## config.mk

```make
export PLATFORM = sky130hd
export DESIGN_NAME = ioexp_core
export DESIGN_NICKNAME = d
export VERILOG_FILES = /design/src/ioexp_pkg.sv /design/src/ioexp_core.sv
export SDC_FILE = /design/constraint.sdc
export NUM_CORES = 1
export LEC_CHECK = 0
export BUFFER_PORTS_ARGS = -buffer_cell sky130_fd_sc_hd__buf_2
export CAP_MARGIN = 20
export CORE_UTILIZATION = 40
export CTS_CLUSTER_DIAMETER = 80
export DETAILED_ROUTE_END_ITERATION = 10
export PLACE_DENSITY = 0.61
export SYNTH_ARGS = -nofsm -noshare
export SYNTH_HDL_FRONTEND = slang
export SYNTH_SLANG_ARGS = --single-unit
```

## constraint.sdc

```tcl
create_clock -name i_clk_sys -period 4.35 [get_ports i_clk_sys]
set_input_delay 1.305 -clock i_clk_sys [delete_from_list [all_inputs] [get_ports i_clk_sys]]
set_output_delay 1.305 -clock i_clk_sys [all_outputs]
set_load 0.03 [all_outputs]
```

## src/ioexp_pkg.sv

```systemverilog
// Shared constants and types for the 16-bit I/O expander slave block.
// Assumes one 25 MHz system clock and a synchronous active-high reset.
package ioexp_pkg;
    // =========================================================
    // Register indices (command byte values)
    localparam logic [2:0] REG_IN0 = 3'h0; // Input port 0
    localparam logic [2:0] REG_OUT0 = 3'h2; // Output port 0
    localparam logic [2:0] REG_POL0 = 3'h4; // Polarity port 0
    localparam logic [2:0] REG_CFG0 = 3'h6; // Direction port 0
    // Pair select field in the pointer
    localparam logic [1:0] PAIR_IN = 2'h0;
    localparam logic [1:0] PAIR_OUT = 2'h1;
    localparam logic [1:0] PAIR_POL = 2'h2;
    // =========================================================
    // Reset values
    localparam logic [15:0] OUT_RST = 16'hFFFF;
    localparam logic [15:0] POL_RST = 16'h0000;
    localparam logic [15:0] CFG_RST = 16'hFFFF;
    localparam logic [2:0] PTR_RST = 3'h0;
    // =========================================================
    // Bus framing
    localparam logic [3:0] BYTE_BITS = 4'h8; // Bits per byte
    localparam logic [3:0] CNT_RST = 4'h0;
    localparam int FIFO_DEPTH = 16; // Write buffer entries
    localparam int FIFO_WIDTH = 11; // Pointer plus data byte
    // =========================================================
    // Slave state machine
    typedef enum logic [2:0] {
        ST_IDLE = 3'b000,
        ST_ADDR = 3'b001,
        ST_ACK_ADDR = 3'b010,
        ST_WR = 3'b011,
        ST_ACK_WR = 3'b100,
        ST_RD = 3'b101,
        ST_ACK_RD = 3'b110
    } slv_state_t;
endpackage

```

## src/ioexp_core.sv

```systemverilog
// I2C slave access, register pairs, write buffer and change interrupt.
// Assumes SCL, SDA and port pins are asynchronous and the bench resolves
// open-drain wires from the output enables.
`timescale 1ns/1ps

// =============================================================
// Write buffer FIFO
module ioexp_fifo #(
    parameter int WIDTH = 11,
    parameter int DEPTH = 16
) (
    input wire logic i_clk_sys, // System clock
    input wire logic i_srst, // Synchronous reset
    input wire logic i_in_valid, // Push request
    output logic o_in_ready, // Not full
    input wire logic [WIDTH-1:0] i_in_data, // Push data
    output logic o_out_valid, // Not empty
    input wire logic i_out_ready, // Pop request
    output logic [WIDTH-1:0] o_out_data // Head entry
);
    localparam int AW = $clog2(DEPTH);
    logic [WIDTH-1:0] mem_ff [DEPTH]; // Storage
    logic [AW:0] wptr_ff; // Write pointer, extra wrap bit
    logic [AW:0] rptr_ff; // Read pointer, extra wrap bit
    wire full = (wptr_ff[AW] != rptr_ff[AW]) && (wptr_ff[AW-1:0] == rptr_ff[AW-1:0]);
    wire empty = (wptr_ff == rptr_ff);
    wire do_push = i_in_valid && !full;
    wire do_pop = i_out_ready && !empty;
    assign o_in_ready = !full;
    assign o_out_valid = !empty;
    assign o_out_data = mem_ff[rptr_ff[AW-1:0]];

    // Pointers
    always_ff @(posedge i_clk_sys) begin
        if (i_srst) begin
            wptr_ff <= '0;
            rptr_ff <= '0;
        end else begin
            if (do_push) begin
                wptr_ff <= wptr_ff + 1'b1;
            end
            if (do_pop) begin
                rptr_ff <= rptr_ff + 1'b1;
            end
        end
    end

    // Storage has no reset; only valid entries are ever read
    always_ff @(posedge i_clk_sys) begin
        if (do_push) begin
            mem_ff[wptr_ff[AW-1:0]] <= i_in_data;
        end
    end
endmodule // ioexp_fifo

// =============================================================
// Top: I2C slave and port logic
module ioexp_core
    import ioexp_pkg::*;
#(
    parameter logic [3:0] ADDR_HI = 4'h4, // Fixed address bits, arbitrary value
    parameter int DEPTH = FIFO_DEPTH
) (
    input wire logic i_clk_sys, // 25 MHz system clock
    input wire logic i_srst, // Synchronous reset, high
    input wire logic [2:0] i_addr_sel, // Address select straps
    input wire logic i_scl, // Bus clock pin
    input wire logic i_sda, // Bus data pin level
    output logic o_sda, // Bus data drive value, always 0
    output logic o_sda_oe_n, // Low while pulling SDA low
    input wire logic [15:0] i_pin, // Port pin levels
    output logic [15:0] o_pin, // Port pin drive values
    output logic [15:0] o_pin_oe_n, // Low while pin driven
    output logic o_int, // Interrupt drive value, always 0
    output logic o_int_oe_n, // Low while interrupt asserted
    input wire logic i_wr_hold // Stall register updates
);
    // =========================================================
    // Synchronisers: first stage feeds only the second
    logic scl_s1_ff, scl_s2_ff, scl_d_ff;
    logic sda_s1_ff, sda_s2_ff, sda_d_ff;
    logic [15:0] pin_s1_ff, pin_s2_ff;

    always_ff @(posedge i_clk_sys) begin
        scl_s1_ff <= i_scl;
        scl_s2_ff <= scl_s1_ff;
        scl_d_ff <= scl_s2_ff;
        sda_s1_ff <= i_sda;
        sda_s2_ff <= sda_s1_ff;
        sda_d_ff <= sda_s2_ff;
        pin_s1_ff <= i_pin;
        pin_s2_ff <= pin_s1_ff;
    end

    // Bus events
    wire scl_rise = scl_s2_ff && !scl_d_ff;
    wire scl_fall = !scl_s2_ff && scl_d_ff;
    wire bus_start = scl_s2_ff && scl_d_ff && sda_d_ff && !sda_s2_ff;
    wire bus_stop = scl_s2_ff && scl_d_ff && !sda_d_ff && sda_s2_ff;

    // =========================================================
    // Register state
    logic [15:0] out_ff; // Output port pair
    logic [15:0] pol_ff; // Polarity pair
    logic [15:0] cfg_ff; // Direction pair, 1 = input
    logic [15:0] snap_ff; // Input value at last read
    logic int_oe_n_ff; // Registered interrupt drive

    // Input register: live pins whatever the direction
    wire [15:0] in_val = pin_s2_ff ^ pol_ff;

    // =========================================================
    // Slave machine registers
    slv_state_t state_ff, nxt_state;
    logic [3:0] cnt_ff, nxt_cnt; // Bit counter
    logic [7:0] sh_ff, nxt_sh; // Receive shifter
    logic [7:0] tx_ff, nxt_tx; // Transmit shifter
    logic [2:0] ptr_ff, nxt_ptr; // Register pointer
    logic cmd_ff, nxt_cmd; // Command byte taken
    logic rw_ff, nxt_rw; // Direction bit of address
    logic mack_ff, nxt_mack; // Master acknowledged last byte
    logic sda_oe_n_ff, nxt_sda_oe_n; // SDA drive
    logic push; // Write byte into buffer
    logic snap_en; // Read of a byte completed

    // Read data selection from the pointer
    wire [15:0] rd_word = (ptr_ff[2:1] == PAIR_IN) ? in_val :
                          (ptr_ff[2:1] == PAIR_OUT) ? out_ff :
                          (ptr_ff[2:1] == PAIR_POL) ? pol_ff : cfg_ff;
    wire [7:0] rd_byte = ptr_ff[0] ? rd_word[15:8] : rd_word[7:0];
    wire addr_hit = (sh_ff[7:1] == {ADDR_HI, i_addr_sel});

    // FIFO wires
    logic fifo_in_ready, fifo_out_valid;
    logic [FIFO_WIDTH-1:0] fifo_out_data;
    wire fifo_pop = fifo_out_valid && !i_wr_hold;
    wire [2:0] wr_ptr = fifo_out_data[10:8];
    wire [7:0] wr_byte = fifo_out_data[7:0];

    // =========================================================
    // Next state of the slave machine
    always_comb begin
        nxt_state = state_ff;
        nxt_cnt = cnt_ff;
        nxt_sh = sh_ff;
        nxt_tx = tx_ff;
        nxt_ptr = ptr_ff;
        nxt_cmd = cmd_ff;
        nxt_rw = rw_ff;
        nxt_mack = mack_ff;
        nxt_sda_oe_n = sda_oe_n_ff;
        push = 1'b0;
        snap_en = 1'b0;
        if (bus_start) begin
            // Start or repeated start; pointer is kept across it
            nxt_state = ST_ADDR;
            nxt_cnt = CNT_RST;
            nxt_cmd = 1'b0;
            nxt_sda_oe_n = 1'b1;
        end else if (bus_stop) begin
            nxt_state = ST_IDLE;
            nxt_sda_oe_n = 1'b1;
        end else begin
            unique case (state_ff)
                ST_IDLE: begin
                    nxt_sda_oe_n = 1'b1;
                end
                ST_ADDR: begin
                    if (scl_rise) begin
                        nxt_sh = {sh_ff[6:0], sda_s2_ff};
                        nxt_cnt = cnt_ff + 4'h1;
                    end else if (scl_fall && cnt_ff == BYTE_BITS) begin
                        nxt_cnt = CNT_RST;
                        if (addr_hit) begin
                            nxt_state = ST_ACK_ADDR;
                            nxt_rw = sh_ff[0];
                            nxt_sda_oe_n = 1'b0;
                        end else begin
                            // Other slave addressed: wait for next start
                            nxt_state = ST_IDLE;
                        end
                    end
                end
                ST_ACK_ADDR: begin
                    if (scl_fall && rw_ff) begin
                        // Load selected register at ACK falling edge
                        nxt_state = ST_RD;
                        nxt_tx = rd_byte;
                        nxt_sda_oe_n = rd_byte[7];
                        nxt_cnt = CNT_RST;
                    end else if (scl_fall) begin
                        nxt_state = ST_WR;
                        nxt_sda_oe_n = 1'b1;
                    end
                end
                ST_WR: begin
                    if (scl_rise) begin
                        nxt_sh = {sh_ff[6:0], sda_s2_ff};
                        nxt_cnt = cnt_ff + 4'h1;
                    end else if (scl_fall && cnt_ff == BYTE_BITS) begin
                        nxt_cnt = CNT_RST;
                        nxt_state = ST_ACK_WR;
                        if (!cmd_ff) begin
                            // First byte is the command
                            nxt_ptr = sh_ff[2:0];
                            nxt_cmd = 1'b1;
                            nxt_sda_oe_n = 1'b0;
                        end else if (fifo_in_ready) begin
                            // Unlimited data bytes, alternating in the pair
                            push = 1'b1;
                            nxt_ptr = {ptr_ff[2:1], ~ptr_ff[0]};
                            nxt_sda_oe_n = 1'b0;
                        end
                        // Full buffer: byte not acknowledged, pointer kept
                    end
                end
                ST_ACK_WR: begin
                    if (scl_fall) begin
                        nxt_state = ST_WR;
                        nxt_sda_oe_n = 1'b1;
                    end
                end
                ST_RD: begin
                    if (scl_rise) begin
                        nxt_cnt = cnt_ff + 4'h1;
                    end else if (scl_fall && cnt_ff == BYTE_BITS) begin
                        nxt_state = ST_ACK_RD;
                        nxt_sda_oe_n = 1'b1;
                        nxt_cnt = CNT_RST;
                    end else if (scl_fall) begin
                        nxt_tx = {tx_ff[6:0], 1'b0};
                        nxt_sda_oe_n = tx_ff[6];
                    end
                end
                ST_ACK_RD: begin
                    if (scl_rise) begin
                        // ACK or NACK bit: clear and step to the partner
                        nxt_mack = !sda_s2_ff;
                        snap_en = 1'b1;
                        nxt_ptr = {ptr_ff[2:1], ~ptr_ff[0]};
                    end else if (scl_fall && mack_ff) begin
                        nxt_state = ST_RD;
                        nxt_tx = rd_byte;
                        nxt_sda_oe_n = rd_byte[7];
                    end else if (scl_fall) begin
                        nxt_state = ST_IDLE;
                    end
                end
                default: begin
                    nxt_state = ST_IDLE;
                    nxt_sda_oe_n = 1'b1;
                end
            endcase
        end
    end

    // Slave machine registers
    always_ff @(posedge i_clk_sys) begin
        if (i_srst) begin
            state_ff <= ST_IDLE;
            cnt_ff <= CNT_RST;
            sh_ff <= 8'h00;
            tx_ff <= 8'h00;
            ptr_ff <= PTR_RST;
            cmd_ff <= 1'b0;
            rw_ff <= 1'b0;
            mack_ff <= 1'b0;
            sda_oe_n_ff <= 1'b1;
        end else begin
            state_ff <= nxt_state;
            cnt_ff <= nxt_cnt;
            sh_ff <= nxt_sh;
            tx_ff <= nxt_tx;
            ptr_ff <= nxt_ptr;
            cmd_ff <= nxt_cmd;
            rw_ff <= nxt_rw;
            mack_ff <= nxt_mack;
            sda_oe_n_ff <= nxt_sda_oe_n;
        end
    end

    // =========================================================
    // Write buffer decouples bus bytes from register updates
    ioexp_fifo #(
        .WIDTH(FIFO_WIDTH),
        .DEPTH(DEPTH)
    ) u_fifo (
        .i_clk_sys(i_clk_sys),
        .i_srst(i_srst),
        .i_in_valid(push),
        .o_in_ready(fifo_in_ready),
        .i_in_data({ptr_ff, sh_ff}),
        .o_out_valid(fifo_out_valid),
        .i_out_ready(!i_wr_hold),
        .o_out_data(fifo_out_data)
    );

    // Register writes; input pair is read only
    always_ff @(posedge i_clk_sys) begin
        if (i_srst) begin
            out_ff <= OUT_RST;
            pol_ff <= POL_RST;
            cfg_ff <= CFG_RST;
        end else if (fifo_pop) begin
            if (wr_ptr == REG_OUT0) out_ff[7:0] <= wr_byte;
            if (wr_ptr == (REG_OUT0 | 3'h1)) out_ff[15:8] <= wr_byte;
            if (wr_ptr == REG_POL0) pol_ff[7:0] <= wr_byte;
            if (wr_ptr == (REG_POL0 | 3'h1)) pol_ff[15:8] <= wr_byte;
            if (wr_ptr == REG_CFG0) cfg_ff[7:0] <= wr_byte;
            if (wr_ptr == (REG_CFG0 | 3'h1)) cfg_ff[15:8] <= wr_byte;
        end
    end

    // =========================================================
    // Change detect: snapshot of each input port at its read.
    // A pin edge after the byte is loaded and before the ACK clock rise lands in the snapshot and is lost.
    wire snap_lo = snap_en && ptr_ff == REG_IN0;
    wire snap_hi = snap_en && ptr_ff == (REG_IN0 | 3'h1);
    wire int_any = |(cfg_ff & (in_val ^ snap_ff));

    always_ff @(posedge i_clk_sys) begin
        if (i_srst) begin
            snap_ff <= in_val;
            int_oe_n_ff <= 1'b1;
        end else begin
            if (snap_lo) snap_ff[7:0] <= in_val[7:0];
            if (snap_hi) snap_ff[15:8] <= in_val[15:8];
            int_oe_n_ff <= !int_any;
        end
    end

    // =========================================================
    // Pin drive
    assign o_sda = 1'b0;
    assign o_sda_oe_n = sda_oe_n_ff;
    assign o_int = 1'b0;
    assign o_int_oe_n = int_oe_n_ff;
    assign o_pin = out_ff;
    assign o_pin_oe_n = cfg_ff;
endmodule // ioexp_core

```

==> metrics.md, run 1 <==
| Metric | Value |
|---|---|
| Outcome | finished, final reports clean |
| WP data arrival | 3.38 ns |
| Post-Route WL | 30,000 µm |
| Resized cells post-CTS | 0 |
| Layout cells sized above 1 | 0.192 |
| CP required | 4.49 ns |
| DRC Markers | 0 |
| Die area | 0.0336 mm² |
| GRT Residual Overflow | 0 |
| Skew final | 0.0174 ns |
| Total CTS buffers | 36 |
| Seq cells post-synth | 322 |
| Reg-to-Reg Start | state_ff[0]$_SDFFE_PP0P_ |
| Core area | 0.0320 mm² |
| Largest delay contributor family on the critical path | simple AND/OR/NAND/NOR gates |
| Worst min-delay path class | register to register |
| First-pass GRT wire length | 46,100 µm |
| RSZ-0062 raised after global routing | false |
| Worst Hold End | pin_s2_ff[8]$_DFF_P_ |
| Total Nets Final | 1,032 |
| Rows | 65 |
| Number of H-tree levels | 2 |
| TritonCTS clock tree | yes |
| Fmax | 0.309 GHz |
| Drt initial violations | 618 |
| Pre-antenna DRT Iters | 5 |
| Share of the synthesized area in the top cell type | 0.439 |
| Post-route setup TNS | 0 ns |
| Syn Inst Count | 937 |
| # diodes | 0 |
| # port buffers | 57 |
| Mapped cell area | 0.0131 mm² |
| Hold Violations, Final | 0 |
| Async SR Flop Fraction | 0 |
| Initial Utilization | 0.411 |
| Reg-to-reg endpoint | u_fifo.mem_ff[6][2]$_DFFE_PP_ |
| CP Capture Type | register |
| Top_reg_cell synth | edfxtp_1 |
| Via count | 7,709 |
| Fin cells | 1,463 |
| Period utilisation layout | 0.743 |
| Largest stage delay on the critical path | 0.81 ns |
| Syn. warnings | 0 |
| CP Launch Type | register |
| Slew Limit Headroom | 0.300 |
| CP Buf/Inv Count | 0 |
| Cts hold-fix bufs | 0 |
| Crit-path most repeated cell | nand2_1 |
| Worst reg-to-reg path cell count | 5 |
| Worst Max-Slew Pin Slew | 1.05 ns |
| R2R Setup Slk | 1.12 ns |
| Count of different cell masters after synthesis | 57 |
| Final setup fails | 0 |
| Root Buffer | clkbuf_16 |
| Total power | 0.00627 W |
| P_leak | 5.24 nW |
| # fillers | 2,816 |
| CP max FO | 17 |
| All-Layer GR Usage | 0.183 |
| Worst vdd ir | 0.333 mV |
| Cell taking the most area after synthesis | edfxtp_1 |
| Crit-path slowest cell | nor2_1 |
| WS Path Type | register to register |
| DP HPWL | 19,700 µm |
| Placed inst area | 0.0139 mm² |
| Clk slew on worst S/H paths | 0.06 ns |
| Area growth syn-to-layout | 14.4% |
| Max Cap Violations | 0 |
| Post-synth EDFFs | 192 |
| Maximum clock insertion buffer count | 3 |
| Final max-slew violation count | 0 |
| CP cell instances | nor2b_1, nand2_1, a2111oi_4, nand2_1, nor2_1 |
| Final Cell Area | 0.0150 mm² |
| Vias per cell | 5.27 |
| PwrDens | 417 mW/mm² |
| Setup bufs post-CTS | 0 |
| Post-Place Cells | 1,397 |
| Vias in the first global route | 7,576 |
| Register area share after synthesis | 0.637 |
| Top-Level Pins | 60 |
| Final Wtd Congestion | 0.821 |
| Die X | 183 µm |
| Period minus WS final | 3.23 ns |
| Largest cells by area after synthesis | edfxtp_1, dfxtp_1, mux4_2 |
| ANT nets after route | 0 |
| Largest net degree at the start of global routing | 92 |
| Min-delay src | pin_s1_ff[8]$_DFF_P_ |
| WL per Instance | 20.5 µm |
| Die Ht | 183 µm |
| Worst skew pair latency | 0.53 ns |
| Hold path depth | 0 |
| CTS Sinks | 322 |
| Mean Syn Cell Area | 14.0 µm² |
| Initial antenna violation count | 0 |
[flip-flops by register name, summed over array words and instances (netlist names), 3 cells and up, named ones only]
register and count:
sh_ff 8, ptr_ff 3, u_fifo.rptr_ff 5, pin_s1_ff 16, u_fifo.wptr_ff 5, tx_ff 7
pol_ff 16, pin_s2_ff 16, snap_ff 16, o_pin_oe_n 16, cnt_ff 4, u_fifo.mem_ff 176
state_ff 3, o_pin 16
[stage by stage]
step,utilization,setup slack (ns),hold slack [ns]
2_1_floorplan,-,1.43,0.310
3_3_place_gp,0.435,1.11,0.313
3_5_place_dp,0.435,1.04,0.313
4_1_cts,0.470,1.02,0.327
5_1_grt,0.470,0.800,0.331
6_report,0.470,1.12,0.325
[report_power, final]
part / internal, W / switching (W)
registers: 0.00324 / 0.0000297
clock network: 0.00167 / 0.00119
logic: 0.0000569 / 0.0000920
[area by class of cell]
class                      count  area [µm²]  share of cell area
clock inverter                 9        81.3             0.00541
timing repair buffer          75         449              0.0299
inverter                      11        41.3             0.00275
sequential                   322        8370               0.557
clock buffer                  56        1050              0.0696
tap                          435         544              0.0362
multi-input combinational    555        4500               0.299
[Yosys cell counts (all sizes together) (2+ instances only)]
library cell	n
nand2b	12
a32oi	2
nand3b	6
a211oi	3
nor3	18
mux2	10
dfxtp	130
nor2	112
nor2b	10
a2111oi	6
o21ai	21
nand2	56
a21oi	41
o32ai	3
inv	11
nor4b	2
mux4	53
buf	21
xor2	44
edfxtp	192
or3	2
and3	4
and2	3
ha	7
or2	3
o211ai	6
a31oi	3
a211o	4
clkbuf	29
mux2i	62
xnor2	10
nand4	7
o21a	2
nand3	9
a22oi	15
o311ai	2
nor3b	6
[placed cells by master (no fill, tap or decap), types with 3 or more instances in the layout]
master,count
a2111oi_0,5
a211o_1,4
a211oi_1,3
a21oi_1,41
a22oi_1,14
a31oi_1,3
and2_1,3
and3_1,4
buf_2,57
buf_4,15
clkbuf_1,13
clkbuf_16,36
clkbuf_8,7
clkinv_2,4
clkinv_8,3
dfxtp_1,128
edfxtp_1,192
ha_1,7
inv_1,11
mux2_2,10
mux2i_1,62
mux4_1,8
mux4_2,45
nand2_1,56
nand2b_1,12
nand3_1,8
nand3b_1,6
nand4_1,7
nor2_1,112
nor2b_1,10
nor3_1,15
nor3_2,3
nor3b_1,5
o211ai_1,6
o21ai_0,21
o32ai_1,3
or2_2,3
xnor2_1,10
xor2_1,44
[metal layers]
| metal | global-route usage | wire length, µm | up-vias |
|---|---|---|---|
| li1 | - | - | 3624 |
| met1 | 0.246 | 13400 | 3816 |
| met2 | 0.301 | 14200 | 210 |
| met3 | 0.0310 | 1510 | 59 |
| met4 | 0.0610 | 854 | 0 |
| met5 | 0 | 0 | - |
[worst max-delay path by stage]
stage	start	to	slack [ns]	cells past startpoint
2_1_floorplan	scl_s2_ff$_DFF_P_	u_fifo.mem_ff[3][0]$_DFFE_PP_	1.43	6
3_3_place_gp	state_ff[0]$_SDFFE_PP0P_	u_fifo.mem_ff[7][2]$_DFFE_PP_	1.11	5
3_5_place_dp	state_ff[0]$_SDFFE_PP0P_	u_fifo.mem_ff[7][2]$_DFFE_PP_	1.04	5
4_1_cts	state_ff[0]$_SDFFE_PP0P_	u_fifo.mem_ff[7][7]$_DFFE_PP_	1.02	5
5_1_grt	state_ff[0]$_SDFFE_PP0P_	u_fifo.mem_ff[4][10]$_DFFE_PP_	0.80	5
6_report	state_ff[0]$_SDFFE_PP0P_	u_fifo.mem_ff[6][2]$_DFFE_PP_	1.12	5
[cell families after synthesis]
family	Yosys count	synth area share
DFF	322	0.637
buffers and inverters	61	0.0234
AOI/OAI and AO/OA	113	0.0568
muxes	125	0.149
other	1	0.000285
xor gates and xnor gates	54	0.0360
and+or+nand+nor	254	0.0910
adders and majority gates	7	0.00667
No activity file was read; power rests on OpenSTA's default activity.
==> run 2: changes to the inputs <==
==> constraint.sdc (replaced) <==
create_clock -name i_clk_sys -period 3.1 [get_ports i_clk_sys]
set_input_delay 0.93 -clock i_clk_sys [delete_from_list [all_inputs] [get_ports i_clk_sys]]
set_output_delay 0.93 -clock i_clk_sys [all_outputs]
set_load 0.03 [all_outputs]
==> run 2 against run 1 <==
  * Clock power rose by 37%
  * Die area is the same
  * Non-clock buffer count up 32
  * Clock skew is 0.0016 ns higher
  * Fmax is 20% higher
  * First-iteration DRC count is 1.3% higher
  * Clock-buffer cell count decreased by 11
==> metrics.md, run 2 (synthesis gave the netlist of run 1 again) <==
| Metric | Value |
|---|---|
| TritonCTS clock tree | yes |
| Worst Max-Slew Pin Slew | 0.839 ns (-0.209 ns) |
| Total Nets Final | 1,063 (+3.0%) |
| Hold Violations, Final | 0 (unchanged) |
| Root Buffer | clkbuf_16 |
| WL met3 | 1440 µm (-4.8%) |
| Initial Utilization | 0.411 (unchanged) |
| Total CTS buffers | 35 (-2.8%) |
| Seq pwr share | 0.526 (+0.005) |
| Final Cell Area | 0.0152 mm² (+1.3%) |
| Most common cell after layout, fill and taps aside | edfxtp_1 |
| Worst skew pair latency | 0.52 ns (about the same) |
| Number of flip-flops in the largest register | 176 (unchanged) |
| CP max FO | 11 (-6) |
| Final Wtd Congestion | 0.828 (+0.88%) |
| Final max-slew violation count | 0 (unchanged) |
| Most frequent cells in the layout | edfxtp_1, dfxtp_1, nor2_1 |
| Maximum clock insertion buffer count | 3 (unchanged) |
| Drt initial violations | 626 (+1.3%) |
| ANT nets after route | 0 (unchanged) |
| Vias per cell | 5.25 (-0.37%) |
| Via count | 7,838 (+1.7%) |
| Resized cells post-CTS | 0 (unchanged) |
| Initial antenna violation count | 0 (unchanged) |
| PwrDens | 572 mW/mm² (+37%) |
| Max Cap Violations | 0 (unchanged) |
| Setup bufs post-CTS | 0 (unchanged) |
| Met1 WL | 13,400 µm (+0.46%) |
| Rows | 65 (unchanged) |
| Worst vdd ir | 0.443 mV (+33%) |
| Die area | 0.0336 mm² (unchanged) |
| Total power | 0.00871 W (+39%) |
| CP required | 3.29 ns (-1.20 ns) |
| Sw Pwr | 0.00180 W (+37%) |
| Slew Limit Headroom | 0.440 (+0.139) |
| Number of H-tree levels | 2 (unchanged) |
| CP Launch Type | register |
| Worst min-delay path class | register to register |
| All-Layer GR Usage | 0.178 (-0.00527) |
| Pint | 0.00691 W (+39%) |
| Hold path depth | 0 (unchanged) |
| Worst reg-to-reg path cell count | 6 (+1) |
| Layout cells sized above 1 | 0.217 (+0.0258) |
| WP data arrival | 2.88 ns (-0.50 ns) |
| Die Ht | 183 µm (unchanged) |
| # diodes | 0 (unchanged) |
| Logic pwr share | 0.024 (about the same) |
| Met2 WL | 13,900 µm (-2.1%) |
| Area growth syn-to-layout | 15.9% |
| # port buffers | 57 (unchanged) |
| Skew final | 0.0190 ns (+0.00160 ns) |
| Largest net degree at the start of global routing | 92 (unchanged) |
| CP Capture Type | register |
| RSZ-0062 raised after global routing | false |
| Placed inst area | 0.0141 mm² (+1.8%) |
| Core area | 0.0320 mm² (unchanged) |
| Top-Level Pins | 60 (unchanged) |
| Fmax | 0.372 GHz (+20%) |
| WS Path Type | register to register |
| Vias in the first global route | 7,562 (-0.18%) |
| Period utilisation layout | 0.867 (+0.124) |
| DRC Markers | 0 (unchanged) |
| DR top layer | met4 |
| P_leak | 5.40 nW (+3.1%) |
| CTS Sinks | 322 (unchanged) |
| Period minus WS final | 2.69 ns (-0.544 ns) |
| Post-route setup TNS | 0 ns (unchanged) |
| # fillers | 2,825 (+0.32%) |
| DP HPWL | 19,600 µm (-0.57%) |
| Post-Route WL | 29,300 µm (-2.3%) |
| First-pass GRT wire length | 45,200 µm (-1.9%) |
| Clock power share | 0.450 (-0.006) |
| Final setup fails | 0 (unchanged) |
| WL per Instance | 19.6 µm (-4.2%) |
| GRT Residual Overflow | 0 (unchanged) |
| Sw Share | 0.207 (-0.00288) |
| Outcome | finished, final reports clean |
| Clk slew on worst S/H paths | 0.06 ns (about the same) |
| Die X | 183 µm (unchanged) |
| Pre-antenna DRT Iters | 4 (-1) |
| Cts hold-fix bufs | 0 (unchanged) |
==> run 2: final timing paths <==
kind	start	endpoint	slack [ns]
min	pin_s1_ff[7]$_DFF_P_	pin_s2_ff[7]$_DFF_P_	0.32
min reg2reg	pin_s1_ff[7]$_DFF_P_	pin_s2_ff[7]$_DFF_P_	0.32
max reg2reg	scl_s2_ff$_DFF_P_	u_fifo.mem_ff[11][5]$_DFFE_PP_	0.41
max	scl_s2_ff$_DFF_P_	u_fifo.mem_ff[11][5]$_DFFE_PP_	0.41
==> run 2: power by group through the flow <==
| stage | Combinational (W) | Clock (W) | Sequential (W) |
|---|---|---|---|
| 2_1_floorplan | 0.000154 | 0 | 0.00466 |
| 6_report | 0.000213 | 0.00392 | 0.00458 |
| 5_1_grt | 0.000239 | 0.00417 | 0.00459 |
| 3_3_place_gp | 0.000213 | 0 | 0.00467 |
| 4_1_cts | 0.000214 | 0.00402 | 0.00458 |
| 3_5_place_dp | 0.000213 | 0 | 0.00467 |
==> run 2: area by class of cell <==
| type | instances | area, µm² | area share |
|---|---|---|---|
| Clock buffer | 45 | 967 | 0.0635 |
| Clock inverter | 18 | 118 | 0.00772 |
| Inverter | 11 | 41.3 | 0.00271 |
| Multi-Input combinational cell | 555 | 4490 | 0.295 |
| Sequential cell | 322 | 8370 | 0.550 |
| Tap cell | 435 | 544 | 0.0357 |
| Timing Repair Buffer | 107 | 698 | 0.0458 |
==> run 2: per-layer routing <==
layer	vias to the layer above	track usage
li1	3682	-
met1	3902	0.246
met2	219	0.294
met3	35	0.0256
met4	0	0.0423
met5	-	0
==> run 2: per-stage QoR <==
step	setup WS [ns]	cells	hold WS, ns	utilization
final	0.411	1493	0.323	0.476
after global routing	0.252	1493	0.334	0.476
after CTS	0.388	1493	0.326	0.476
after detailed placement	0.407	1430	0.312	0.443
after global placement	0.454	1430	0.312	0.443
after floorplan	0.181	938	0.310	-
==> run 2: worst max-delay path, cell delays in order, from the launching register on <==
cell and delay (ns):
dfxtp_1 0.35, nand2b_1 0.23, or3_1 0.45, a2111oi_4 0.62
nand2_1 0.29, nor2_1 0.17, buf_4 0.27
